**config.mk**
```make
export PLATFORM = sky130hd
export DESIGN_NAME = pbw_host
export DESIGN_NICKNAME = d
export VERILOG_FILES = /design/src/hw/pbw_pkg.sv /design/src/hw/pbw_pin_sync.sv /design/src/hw/pbw_host.sv
export SDC_FILE = /design/constraint.sdc
export NUM_CORES = 1
export LEC_CHECK = 0
export ABC_AREA = 1
export BUFFER_PORTS_ARGS = -buffer_cell sky130_fd_sc_hd__buf_2
export CORE_AREA = 2 2 116 174
export DETAILED_ROUTE_END_ITERATION = 12
export DIE_AREA = 0 0 118 176
export GPL_ROUTABILITY_DRIVEN = 0
export GPL_TIMING_DRIVEN = 1
export PLACE_DENSITY_LB_ADDON = 0.05
export SLEW_MARGIN = 25
export SYNTH_ARGS = -nofsm -noshare
export SYNTH_HDL_FRONTEND = slang
export SYNTH_SLANG_ARGS = --single-unit
export TNS_END_PERCENT = 50
```
**constraint.sdc**
```tcl
create_clock -name clk -period 19.8 [get_ports clk]
set_clock_uncertainty 0.15 [all_clocks]
set_input_delay 3.96 -clock clk [delete_from_list [all_inputs] [get_ports clk]]
set_output_delay 3.96 -clock clk [all_outputs]
set_load 0.02 [all_outputs]
```
**src/hw/pbw_pkg.sv**
```systemverilog
/*
 * pbw_pkg: constants, carrier structs and state types for the right-port
 * bus-width controller of an asynchronous dual-port memory.
 * assumes: a single 100 MHz clock and an apb slave port of 8 address bits.
 */
package pbw_pkg;

	// ------------------------------------------------------------
	// widths
	// ------------------------------------------------------------
	localparam int LANE_W = 9;
	localparam int LANES  = 4;
	localparam int DW     = LANE_W * LANES;
	localparam int AW     = 15;
	localparam int PAW    = 8;

	// ------------------------------------------------------------
	// timing
	// ------------------------------------------------------------
	localparam int CLK_NS    = 10;
	localparam int T_ACC_NS  = 15;
	localparam int ACC_CYC   = (T_ACC_NS + CLK_NS - 1) / CLK_NS;
	localparam int CFG_CYC   = 1;
	localparam int SYNC_CYC  = 2;

	// ------------------------------------------------------------
	// register offsets and fields
	// ------------------------------------------------------------
	localparam logic [PAW-1:0] OFS_CTRL     = 8'h00;
	localparam logic [PAW-1:0] OFS_ADDR     = 8'h04;
	localparam logic [PAW-1:0] OFS_WDATA_LO = 8'h08;
	localparam logic [PAW-1:0] OFS_WDATA_HI = 8'h0C;
	localparam logic [PAW-1:0] OFS_CMD      = 8'h10;
	localparam logic [PAW-1:0] OFS_STATUS   = 8'h14;
	localparam logic [PAW-1:0] OFS_RDATA_LO = 8'h18;
	localparam logic [PAW-1:0] OFS_RDATA_HI = 8'h1C;

	localparam int CTRL_MATCH_BIT = 0;
	localparam int CTRL_SIZE_BIT  = 1;
	localparam int ADDR_HALF_BIT  = 15;
	localparam int ADDR_QUART_BIT = 16;
	localparam int CMD_GO_BIT     = 0;
	localparam int CMD_WRITE_BIT  = 1;
	localparam int CMD_FLAG_BIT   = 2;
	localparam int STAT_BUSY_BIT  = 0;
	localparam int STAT_DONE_BIT  = 1;
	localparam int STAT_ERR_BIT   = 2;
	localparam int STAT_WAIT_BIT  = 3;
	localparam int STAT_MODE_LSB  = 4;

	// lane masks: pins carried in each width
	localparam logic [DW-1:0] MASK_LONG = 36'hF_FFFF_FFFF;
	localparam logic [DW-1:0] MASK_WORD = 36'h0_0003_FFFF;
	localparam logic [DW-1:0] MASK_BYTE = 36'h0_0000_01FF;

	// ------------------------------------------------------------
	// types
	// ------------------------------------------------------------
	// encoding is {width_match_select, width_size_select}
	typedef enum logic [1:0] {
		MODE_LONG    = 2'b00,
		MODE_DISABLE = 2'b01,
		MODE_WORD    = 2'b10,
		MODE_BYTE    = 2'b11
	} pbw_mode_t;

	typedef enum logic [2:0] {
		PH_IDLE    = 3'b000,
		PH_SETUP   = 3'b001,
		PH_STROBE  = 3'b010,
		PH_SAMPLE  = 3'b011,
		PH_RECOVER = 3'b100
	} pbw_phase_t;

	typedef struct packed {
		logic [AW-1:0] addr;
		logic          half_select;
		logic          quarter_select;
		logic          ce_n;
		logic          rw_n;
		logic          oe_n;
		logic          flag_access_select_n;
		logic          width_match_select;
		logic          width_size_select;
		logic [DW-1:0] io_out;
		logic [DW-1:0] io_oe;
	} pbw_pins_t;

	typedef struct packed {
		logic [31:0] prdata;
		logic        pready;
		logic        pslverr;
	} pbw_apb_out_t;

	typedef struct packed {
		pbw_phase_t    phase;
		logic [2:0]    cnt;
		logic [1:0]    settle;
		pbw_mode_t     mode;
		logic [AW-1:0] addr;
		logic          half;
		logic          quarter;
		logic [DW-1:0] wdata;
		logic [DW-1:0] rdata;
		logic          wr;
		logic          flag;
		logic          done;
		logic          err;
		pbw_pins_t     pins;
		pbw_apb_out_t  apb;
	} pbw_state_t;

	localparam pbw_pins_t PINS_RST = '{
		addr: '0, half_select: 1'b0, quarter_select: 1'b0, ce_n: 1'b1,
		rw_n: 1'b1, oe_n: 1'b1, flag_access_select_n: 1'b1,
		width_match_select: 1'b0, width_size_select: 1'b0,
		io_out: '0, io_oe: '0};

	localparam pbw_state_t STATE_RST = '{
		phase: PH_IDLE, cnt: '0, settle: 2'(CFG_CYC), mode: MODE_LONG,
		addr: '0, half: 1'b0, quarter: 1'b0, wdata: '0, rdata: '0,
		wr: 1'b0, flag: 1'b0, done: 1'b0, err: 1'b0, pins: PINS_RST,
		apb: '0};

endpackage

```
**src/hw/pbw_pin_sync.sv**
```systemverilog
/*
 * pbw_pin_sync: two-flop synchroniser for the memory data pins.
 * assumes: input levels come from an unclocked device; the first stage
 * is read by the second stage only.
 */
`timescale 1ns/100ps
`default_nettype none

module pbw_pin_sync #(
	parameter int W = 36
) (
	// clock and reset
	input  wire logic         clk,
	input  wire logic         reset,
	// pins and synchronised levels
	input  wire logic [W-1:0] pin_in,
	output var  logic [W-1:0] pin_sync
);

	logic [W-1:0] meta_ff;

	always_ff @(posedge clk or posedge reset)
	begin
		if (reset)
		begin
			meta_ff  <= '0;
			pin_sync <= '0;
		end
		else
		begin
			meta_ff  <= pin_in;
			pin_sync <= meta_ff;
		end
	end

endmodule

`default_nettype wire

```
**src/hw/pbw_host.sv**
```systemverilog
/*
 * pbw_host: apb-controlled host for the width-matched right port of an
 * asynchronous dual-port memory; drives its select, address, strobe and
 * data pins and returns read data to software.
 * assumes: the memory answers within the access time held in pbw_pkg;
 * io pins are resolved outside from io_out and io_oe.
 */
// Chosen here: the register addresses and register access over APB.
// What this block does
// - width-match select held steady while operating
// - width-size select held steady while operating
// - half select obeys address timing in word
// - byte selects obey ordinary address timing
// - ignored inputs driven to definite levels
// - selects settle a cycle before first access
`timescale 1ns/100ps
`default_nettype none

module pbw_host (
	// clock and reset
	input  wire logic                  clk,
	input  wire logic                  reset,
	// apb slave
	input  wire logic [7:0]            paddr,
	input  wire logic                  psel,
	input  wire logic                  penable,
	input  wire logic                  pwrite,
	input  wire logic [31:0]           pwdata,
	output var  logic [31:0]           prdata,
	output var  logic                  pready,
	output var  logic                  pslverr,
	// memory right port
	output var  pbw_pkg::pbw_pins_t    rp_pins,
	input  wire logic [pbw_pkg::DW-1:0] rp_io_in
);
	import pbw_pkg::*;

	// ------------------------------------------------------------
	// state
	// ------------------------------------------------------------
	pbw_state_t    s_ff;
	pbw_state_t    nxt_s;
	logic [DW-1:0] io_sync;
	logic [DW-1:0] lane_mask;
	logic [31:0]   rd_val;
	logic          rd_ok;
	logic          acc;

	pbw_pin_sync #(
		.W (DW)
	) u_sync (
		.clk      (clk),
		.reset    (reset),
		.pin_in   (rp_io_in),
		.pin_sync (io_sync)
	);

	// ------------------------------------------------------------
	// lane mask of the selected width
	// ------------------------------------------------------------
	always_comb
	begin
		case (s_ff.mode)
			MODE_LONG: lane_mask = MASK_LONG;
			MODE_WORD: lane_mask = MASK_WORD;
			MODE_BYTE: lane_mask = MASK_BYTE;
			default:   lane_mask = '0;
		endcase
		if (s_ff.flag)
			lane_mask = MASK_BYTE;             // flag value sits on lane 0
	end

	// ------------------------------------------------------------
	// register read mux
	// ------------------------------------------------------------
	always_comb
	begin
		rd_val = '0;
		rd_ok  = 1'b1;
		case (paddr)
			OFS_CTRL:
			begin
				rd_val[CTRL_MATCH_BIT] = s_ff.mode[1];
				rd_val[CTRL_SIZE_BIT]  = s_ff.mode[0];
			end
			OFS_ADDR:     rd_val[16:0] = {s_ff.quarter, s_ff.half, s_ff.addr};
			OFS_WDATA_LO: rd_val = s_ff.wdata[31:0];
			OFS_WDATA_HI: rd_val[DW-33:0] = s_ff.wdata[DW-1:32];
			OFS_CMD:      rd_val = '0;
			OFS_STATUS:
			begin
				rd_val[STAT_BUSY_BIT] = (s_ff.phase != PH_IDLE);
				rd_val[STAT_DONE_BIT] = s_ff.done;
				rd_val[STAT_ERR_BIT]  = s_ff.err;
				rd_val[STAT_WAIT_BIT] = (s_ff.settle != 2'h0);
				rd_val[STAT_MODE_LSB +: 2] = s_ff.mode;
			end
			OFS_RDATA_LO: rd_val = s_ff.rdata[31:0];
			OFS_RDATA_HI: rd_val[DW-33:0] = s_ff.rdata[DW-1:32];
			default:      rd_ok = 1'b0;
		endcase
	end

	assign acc = psel && penable && s_ff.apb.pready;

	// ------------------------------------------------------------
	// next state
	// ------------------------------------------------------------
	always_comb
	begin
		nxt_s = s_ff;
		nxt_s.apb.pready  = 1'b0;
		nxt_s.apb.pslverr = 1'b0;
		// one wait-free answer: ready in the first access cycle
		if (psel && !penable)
		begin
			nxt_s.apb.pready  = 1'b1;
			nxt_s.apb.pslverr = !rd_ok;
			nxt_s.apb.prdata  = rd_ok ? rd_val : '0;
		end
		if (s_ff.settle != 2'h0)
			nxt_s.settle = s_ff.settle - 2'h1;

		if (acc && pwrite && !s_ff.apb.pslverr)
		begin
			case (paddr)
				OFS_CTRL:
				begin
					// width changes only between accesses, so pins stay steady
					if (s_ff.phase == PH_IDLE)
					begin
						nxt_s.mode = pbw_mode_t'({pwdata[CTRL_MATCH_BIT],
							pwdata[CTRL_SIZE_BIT]});
						nxt_s.settle = 2'(CFG_CYC);
						// lane selects of the old width must not linger in the new one
						nxt_s.pins.half_select    = 1'b0;
						nxt_s.pins.quarter_select = 1'b0;
					end
				end
				OFS_ADDR:
				begin
					nxt_s.addr    = pwdata[AW-1:0];
					nxt_s.half    = pwdata[ADDR_HALF_BIT];
					nxt_s.quarter = pwdata[ADDR_QUART_BIT];
				end
				OFS_WDATA_LO: nxt_s.wdata[31:0] = pwdata;
				OFS_WDATA_HI: nxt_s.wdata[DW-1:32] = pwdata[DW-33:0];
				OFS_STATUS:
				begin
					if (pwdata[STAT_DONE_BIT])
						nxt_s.done = 1'b0;
					if (pwdata[STAT_ERR_BIT])
						nxt_s.err = 1'b0;
				end
				OFS_CMD:
				begin
					// go while busy or settling is dropped
					if (pwdata[CMD_GO_BIT] && s_ff.phase == PH_IDLE &&
						s_ff.settle == 2'h0)
					begin
						if (s_ff.mode == MODE_DISABLE && !pwdata[CMD_FLAG_BIT])
							nxt_s.err = 1'b1;
						else
						begin
							nxt_s.wr    = pwdata[CMD_WRITE_BIT];
							nxt_s.flag  = pwdata[CMD_FLAG_BIT];
							nxt_s.phase = PH_SETUP;
						end
					end
				end
				default: ;
			endcase
		end

		// sequencer: events set flags after the clears above, so set wins
		case (s_ff.phase)
			PH_SETUP:
			begin
				nxt_s.pins.addr = s_ff.addr;
				nxt_s.pins.half_select =
					(s_ff.mode[1] && !s_ff.flag) ? s_ff.half : 1'b0;
				nxt_s.pins.quarter_select =
					(s_ff.mode == MODE_BYTE && !s_ff.flag) ? s_ff.quarter : 1'b0;
				nxt_s.pins.ce_n = s_ff.flag;
				nxt_s.pins.flag_access_select_n = !s_ff.flag;
				nxt_s.pins.io_out = s_ff.wdata & lane_mask;
				nxt_s.pins.io_oe  = s_ff.wr ? lane_mask : '0;
				nxt_s.cnt   = 3'(ACC_CYC);
				nxt_s.phase = PH_STROBE;
			end
			PH_STROBE:
			begin
				// address and selects stay frozen through the strobe
				nxt_s.pins.rw_n = !s_ff.wr;
				nxt_s.pins.oe_n = s_ff.wr;
				if (s_ff.pins.rw_n == s_ff.wr)
					nxt_s.cnt = s_ff.cnt;
				else if (s_ff.cnt == 3'h1)
				begin
					nxt_s.pins.rw_n = 1'b1;
					nxt_s.cnt   = 3'(SYNC_CYC);
					nxt_s.phase = s_ff.wr ? PH_RECOVER : PH_SAMPLE;
				end
				else
					nxt_s.cnt = s_ff.cnt - 3'h1;
			end
			PH_SAMPLE:
			begin
				// sync delay: hold output enable until the pins reach us
				if (s_ff.cnt == 3'h1)
				begin
					nxt_s.rdata = io_sync & lane_mask;
					nxt_s.pins.oe_n = 1'b1;
					nxt_s.phase = PH_RECOVER;
				end
				else
					nxt_s.cnt = s_ff.cnt - 3'h1;
			end
			PH_RECOVER:
			begin
				nxt_s.pins.ce_n = 1'b1;
				nxt_s.pins.flag_access_select_n = 1'b1;
				nxt_s.pins.io_oe = '0;
				nxt_s.done  = 1'b1;
				nxt_s.phase = PH_IDLE;
			end
			default: ;
		endcase
		// selects follow the control register, steady outside settling
		nxt_s.pins.width_match_select = nxt_s.mode[1];
		nxt_s.pins.width_size_select  = nxt_s.mode[0];
	end

	always_ff @(posedge clk or posedge reset)
	begin
		if (reset)
			s_ff <= STATE_RST;
		else
			s_ff <= nxt_s;
	end

	assign prdata  = s_ff.apb.prdata;
	assign pready  = s_ff.apb.pready;
	assign pslverr = s_ff.apb.pslverr;
	assign rp_pins = s_ff.pins;
endmodule

`default_nettype wire

```
== Word level (Yosys, flattened, before mapping) ==
Index checks and enable logic that the tools add are counted.

* Mux-type cells: 52
* Reductions and logical operators: 43
* Equality and inequality tests: 22
* Bitwise gates (word level): 3
* $add $sub $neg: 2

{| class="wikitable"
|+ Operators by type and width
! cell !! number
|-
| $pmux 36 s3 || 1
|-
| $and 36x36->36 || 2
|-
| $mux 36 || 2
|-
| $pmux 36 s2 || 1
|-
| $mux 32 || 2
|-
| $mux 57 || 1
|-
| $mux 3 || 11
|-
| $pmux 11 s3 || 1
|-
| $eq 8x5->1 const B || 4
|-
| $pmux 15 s2 || 1
|-
| $reduce_bool 2->1 || 10
|-
| $mux 17 || 1
|-
| $eq 8x4->1 const B || 2
|-
| $mux 2 || 7
|-
| $pmux 2 s7 || 1
|-
| $mux 1 || 12
|-
| $mux 4 || 3
|-
| $ne 2x2->1 const B || 6
|-
| $pmux 2 s6 || 1
|-
| $pmux 3 s4 || 1
|-
| $logic_and 1x1->1 || 10
|-
| $reduce_and 2->1 || 5
|-
| $pmux 3 s3 || 1
|-
| $reduce_and 3->1 || 3
|-
| 20 further kinds || 33
|}

* Logic and storage cells: 152
* Output and inout bits: 129
* Input port bits: 81
* Register bits: 304

== Depth between registers and ports, before layout ==
* Depth after elaboration: 9
* Gate-level depth with buffers: 11
* Depth with buffers taken out: 10

== Hierarchy ==
A second synthesis with hierarchy kept.

* Cells, all modules: 1213
* Area total of the unflattened synthesis: 11377.2 µm²

{| class="wikitable"
|+ By module, submodules not included
! module !! sequential area each (µm²) !! instances !! area each (µm²) !! cells an instance
|-
| pbw_host || 4936.0 || 1 || 9571.7 || 1140
|-
| pbw_pin_sync || 1801.7 || 1 || 1805.5 || 73
|}

== Worst setup path before layout ==
OpenSTA, ideal clock, no wires.

* Path kind: input to register
* Start point: in paddr[0]
* End point: reg s_ff[187] in the netlist's numbering
* Buffers on the path: 1
* Stages on the path: 9
* Setup time: 0.122 ns
* Arrival: 4.834 ns
* Slack: 14.695 ns
* Required time: 19.528 ns
* Path through: inv_1 -> nand2_1 -> nor2_8 -> nand2_4 -> inv_4 -> nand2_4 -> buf_2 -> nor2_1 -> a21oi_1

* Longest elaborated chain between the ends: 2

{| class="wikitable"
|+ Ends and longest elaborated chain
! element !! line !! RTL
|-
| start, declared || pbw_host.sv:24 || <nowiki>input wire logic [7:0] paddr,</nowiki>
|-
| $eq 8x4->1 || pbw_host.sv:126 || <nowiki>case (paddr)</nowiki>
|-
| $reduce_and 2->1 (no line) || n/a ||
|-
| end signal, assigned || pbw_host.sv:239 || <nowiki>s_ff <= nxt_s;</nowiki>
|-
| end, declared || pbw_host.sv:41 || <nowiki>pbw_state_t s_ff;</nowiki>
|}

Every way passes these cells.
A chain may end at the register's enable or synchronous reset.

==> impl_metrics.env <==
export IMPL_status="complete, no violations"
export IMPL_crit_family="buffers and inverters"
export IMPL_drv_slew=0
export IMPL_clock_sinks=269
export IMPL_vias_per_cell=5.22
export IMPL_yosysTopAreaCellShare=0.584
export IMPL_die_w_um=118
export IMPL_fin_crit_sh=0.293
export IMPL_path_clk_slew_ns=0.06
export IMPL_dr_first_iter_drc_count=592
export IMPL_drive_gt1_frac=0.224
export IMPL_netlist_instances=1209
export IMPL_nets=1359
export IMPL_drt_wirelength_per_cell_um=16.4
export IMPL_h_tree_depth=1
export IMPL_cts_hold_buffers=0
export IMPL_route_detailed_drc=0
export IMPL_synth_nets=1292
export IMPL_cts_resized=0
export IMPL_p_leak_nw=6.86
export IMPL_antenna_found_initial=0
export IMPL_worstMarginPinSlew_ns=0.991
export IMPL_synth_seq_cells=269
export IMPL_slowest_delay_ns=0.78
export IMPL_grt_pass1_vias=7863
export IMPL_yosys_area_top_type="dfrtp_1"
export IMPL_ys_seq_area_frac=0.596
export IMPL_cts_tree="done"
export IMPL_synthTopCellsByArea="dfrtp_1 58%, nand2_1 12%, buf_4 8.8%, nand3_1 3.7%, o21ai_0 3.1%"
export IMPL_final_area_um2=12500
export IMPL_slew_headroom=0.338
export IMPL_grt_overflow=0
export IMPL_cp_end_kind="async pin"
export IMPL_grt_use_total=0.248
export IMPL_insertion_delay_ns=0.52
export IMPL_rsz0062_at_grt="false"
export IMPL_cp_arrival_ns=6.19
export IMPL_powerDensity_nw_per_um2=113
export IMPL_postCtsSetupBuffers=0
export IMPL_whs_ns=0.195
export IMPL_max_cap_violations=0
export IMPL_hold_class="register to register"
export IMPL_portBuffers=209
export IMPL_die_y_um=176
export IMPL_ys_warn_count=0
export IMPL_num_rows=62
export IMPL_path_cells="buf_2, inv_8, buf_6, buf_4"
export IMPL_ioPinCount=210
export IMPL_floorplan_initialDensity=0.590
export IMPL_numCtsBuffers=25
export IMPL_mostFrequentLayoutCells="351 x nand2_1, 264 x dfrtp_1, 209 x buf_2"
export IMPL_path_class="input port to async pin"
export IMPL_die_area_um2=20800
export IMPL_worst_path_max_fanout=120
export IMPL_synth_area_um2=11300
export IMPL_final_common_cell="nand2_1"
export IMPL_clockRootBuffer="clkbuf_16"
export IMPL_drtPass1Iterations=5
export IMPL_core_area_um2=19200
export IMPL_n_antenna_cell=0
export IMPL_vias=8096
export IMPL_path_buf_inv=4
export IMPL_max_freq_mhz=172
export IMPL_start_kind="input port"
export IMPL_avgSynthCellArea_um2=9.35
export IMPL_peakVddDrop_v=0.0000760
export IMPL_setup_tns_final_ns=0
export IMPL_grt_pass1_wl_um=41000
export IMPL_hold_violations=0
export IMPL_crit_slowest_cell="buf_4"
export IMPL_synth_distinct_cells=31
export IMPL_clockBufferDepth=3
export IMPL_ant_nets=0
export IMPL_grt_start_max_net_pins=121
export IMPL_area_delta_synth_final_pct=10.7
export IMPL_postPlaceCellArea_um2=11500
export IMPL_utilization=0.654
export IMPL_totalWireLength_um=25400
export IMPL_min_period_ns=5.81
export IMPL_setup_viol=0
export IMPL_hpwl_um=16400
export IMPL_worstPathRequired_ns=20.18
==> layer usage <==
layer  GRT usage  vias up  part of all wire
met5           0        -                 0
met4      0.0753        0             0.028
met3      0.0320       50             0.059
met2       0.428      290              0.49
met1       0.332     3926              0.42
li1            -     3830                 -
==> through the flow <==
step / total power, mW / cells / setup WS [ns]
6_report: 1.42 / 1550 / 13.99
5_1_grt: 1.48 / 1550 / 13.55
4_1_cts: 1.43 / 1550 / 13.59
3_5_place_dp: 0.865 / 1505 / 13.03
3_3_place_gp: 0.856 / 1505 / 13.06
2_1_floorplan: 0.824 / 1209 / 8.29
==> worst paths after layout <==
path / start / endpoint / slack [ns] / cells past startpoint
min reg2reg: u_sync.meta_ff[3]$_DFF_PP0_ / u_sync.pin_sync[3]$_DFF_PP0_ / 0.20 / 0
min: u_sync.meta_ff[3]$_DFF_PP0_ / u_sync.pin_sync[3]$_DFF_PP0_ / 0.20 / 0
max reg2reg: s_ff[222]$_DFFE_PP0P_ / rp_pins[64]$_DFFE_PP0P_ / 17.16 / 5
max in group clk: penable / pslverr$_DFF_PP0_ / 14.05 / 5
max: reset / u_sync.meta_ff[33]$_DFF_PP0_ / 13.99 / 4
min in group asynchronous: reset / u_sync.meta_ff[10]$_DFF_PP0_ / 3.40 / 2
==> area by class of cell <==
type                       instances  area, um2
sequential                       269       6740
fill                            1650       6640
multi-input combinational        666       3010
timing repair buffer             215       1090
clock buffer                      31        698
inverter                          99        382
tap                              256        320
clock inverter                    14        283
==> cell families after synthesis <==
| logic type | Yosys count | share of synthesized area |
|---|---|---|
| AOI/OAI and AO/OA | 158 | 0.0753 |
| adders and majority gates | 2 | 0.00221 |
| and+or+nand+nor | 504 | 0.186 |
| xor gates and xnor gates | 2 | 0.00155 |
| DFF | 269 | 0.596 |
| buffers and inverters | 274 | 0.140 |
==> state kept, by name, summed over array words and instances (netlist names) <==
signal,cells
prdata,32
s_ff,103
u_sync.meta_ff,36
pready,1
u_sync.pin_sync,36
pslverr,1
rp_pins,60
==> worst reg2reg max path, cell delays in order (launching register included) <==
cell and delay [ns]:
dfrtp_1 0.50, nor2_4 0.54, inv_2 0.14, nor2_4 0.54
nand2_2 0.40, o21ai_0 0.27
==> report_power, final <==
| part | leakage, nW | total (mW) | internal (mW) | switching, mW |
|---|---|---|---|---|
| Clock | 0.475 | 0.561 | 0.355 | 0.205 |
| Sequential | 3.37 | 0.651 | 0.620 | 0.0307 |
| Combinational | 3.01 | 0.204 | 0.0633 | 0.140 |
| Total | 6.86 | 1.42 | 1.04 | 0.377 |
==> cell usage after synthesis <==
cell	count
o31ai_1	6
nor2_8	1
o211ai_1	9
inv_4	1
xnor2_1	2
o21ai_1	41
nor2_2	3
clkbuf_1	17
buf_4	132
nor3_2	1
o21ai_0	71
inv_1	91
buf_2	23
nand3_1	84
buf_6	3
a21oi_1	15
ha_1	2
o22ai_1	14
nand2_1	351
nand2_2	5
inv_2	7
dfstp_2	5
nor2_1	48
dfrtp_1	264
nor3_4	1
nor2_4	2
o221ai_1	1
nand4_1	3
nor3_1	2
nand2_4	3
a211oi_1	1
Note: power is estimated with default switching activity, not from simulation.
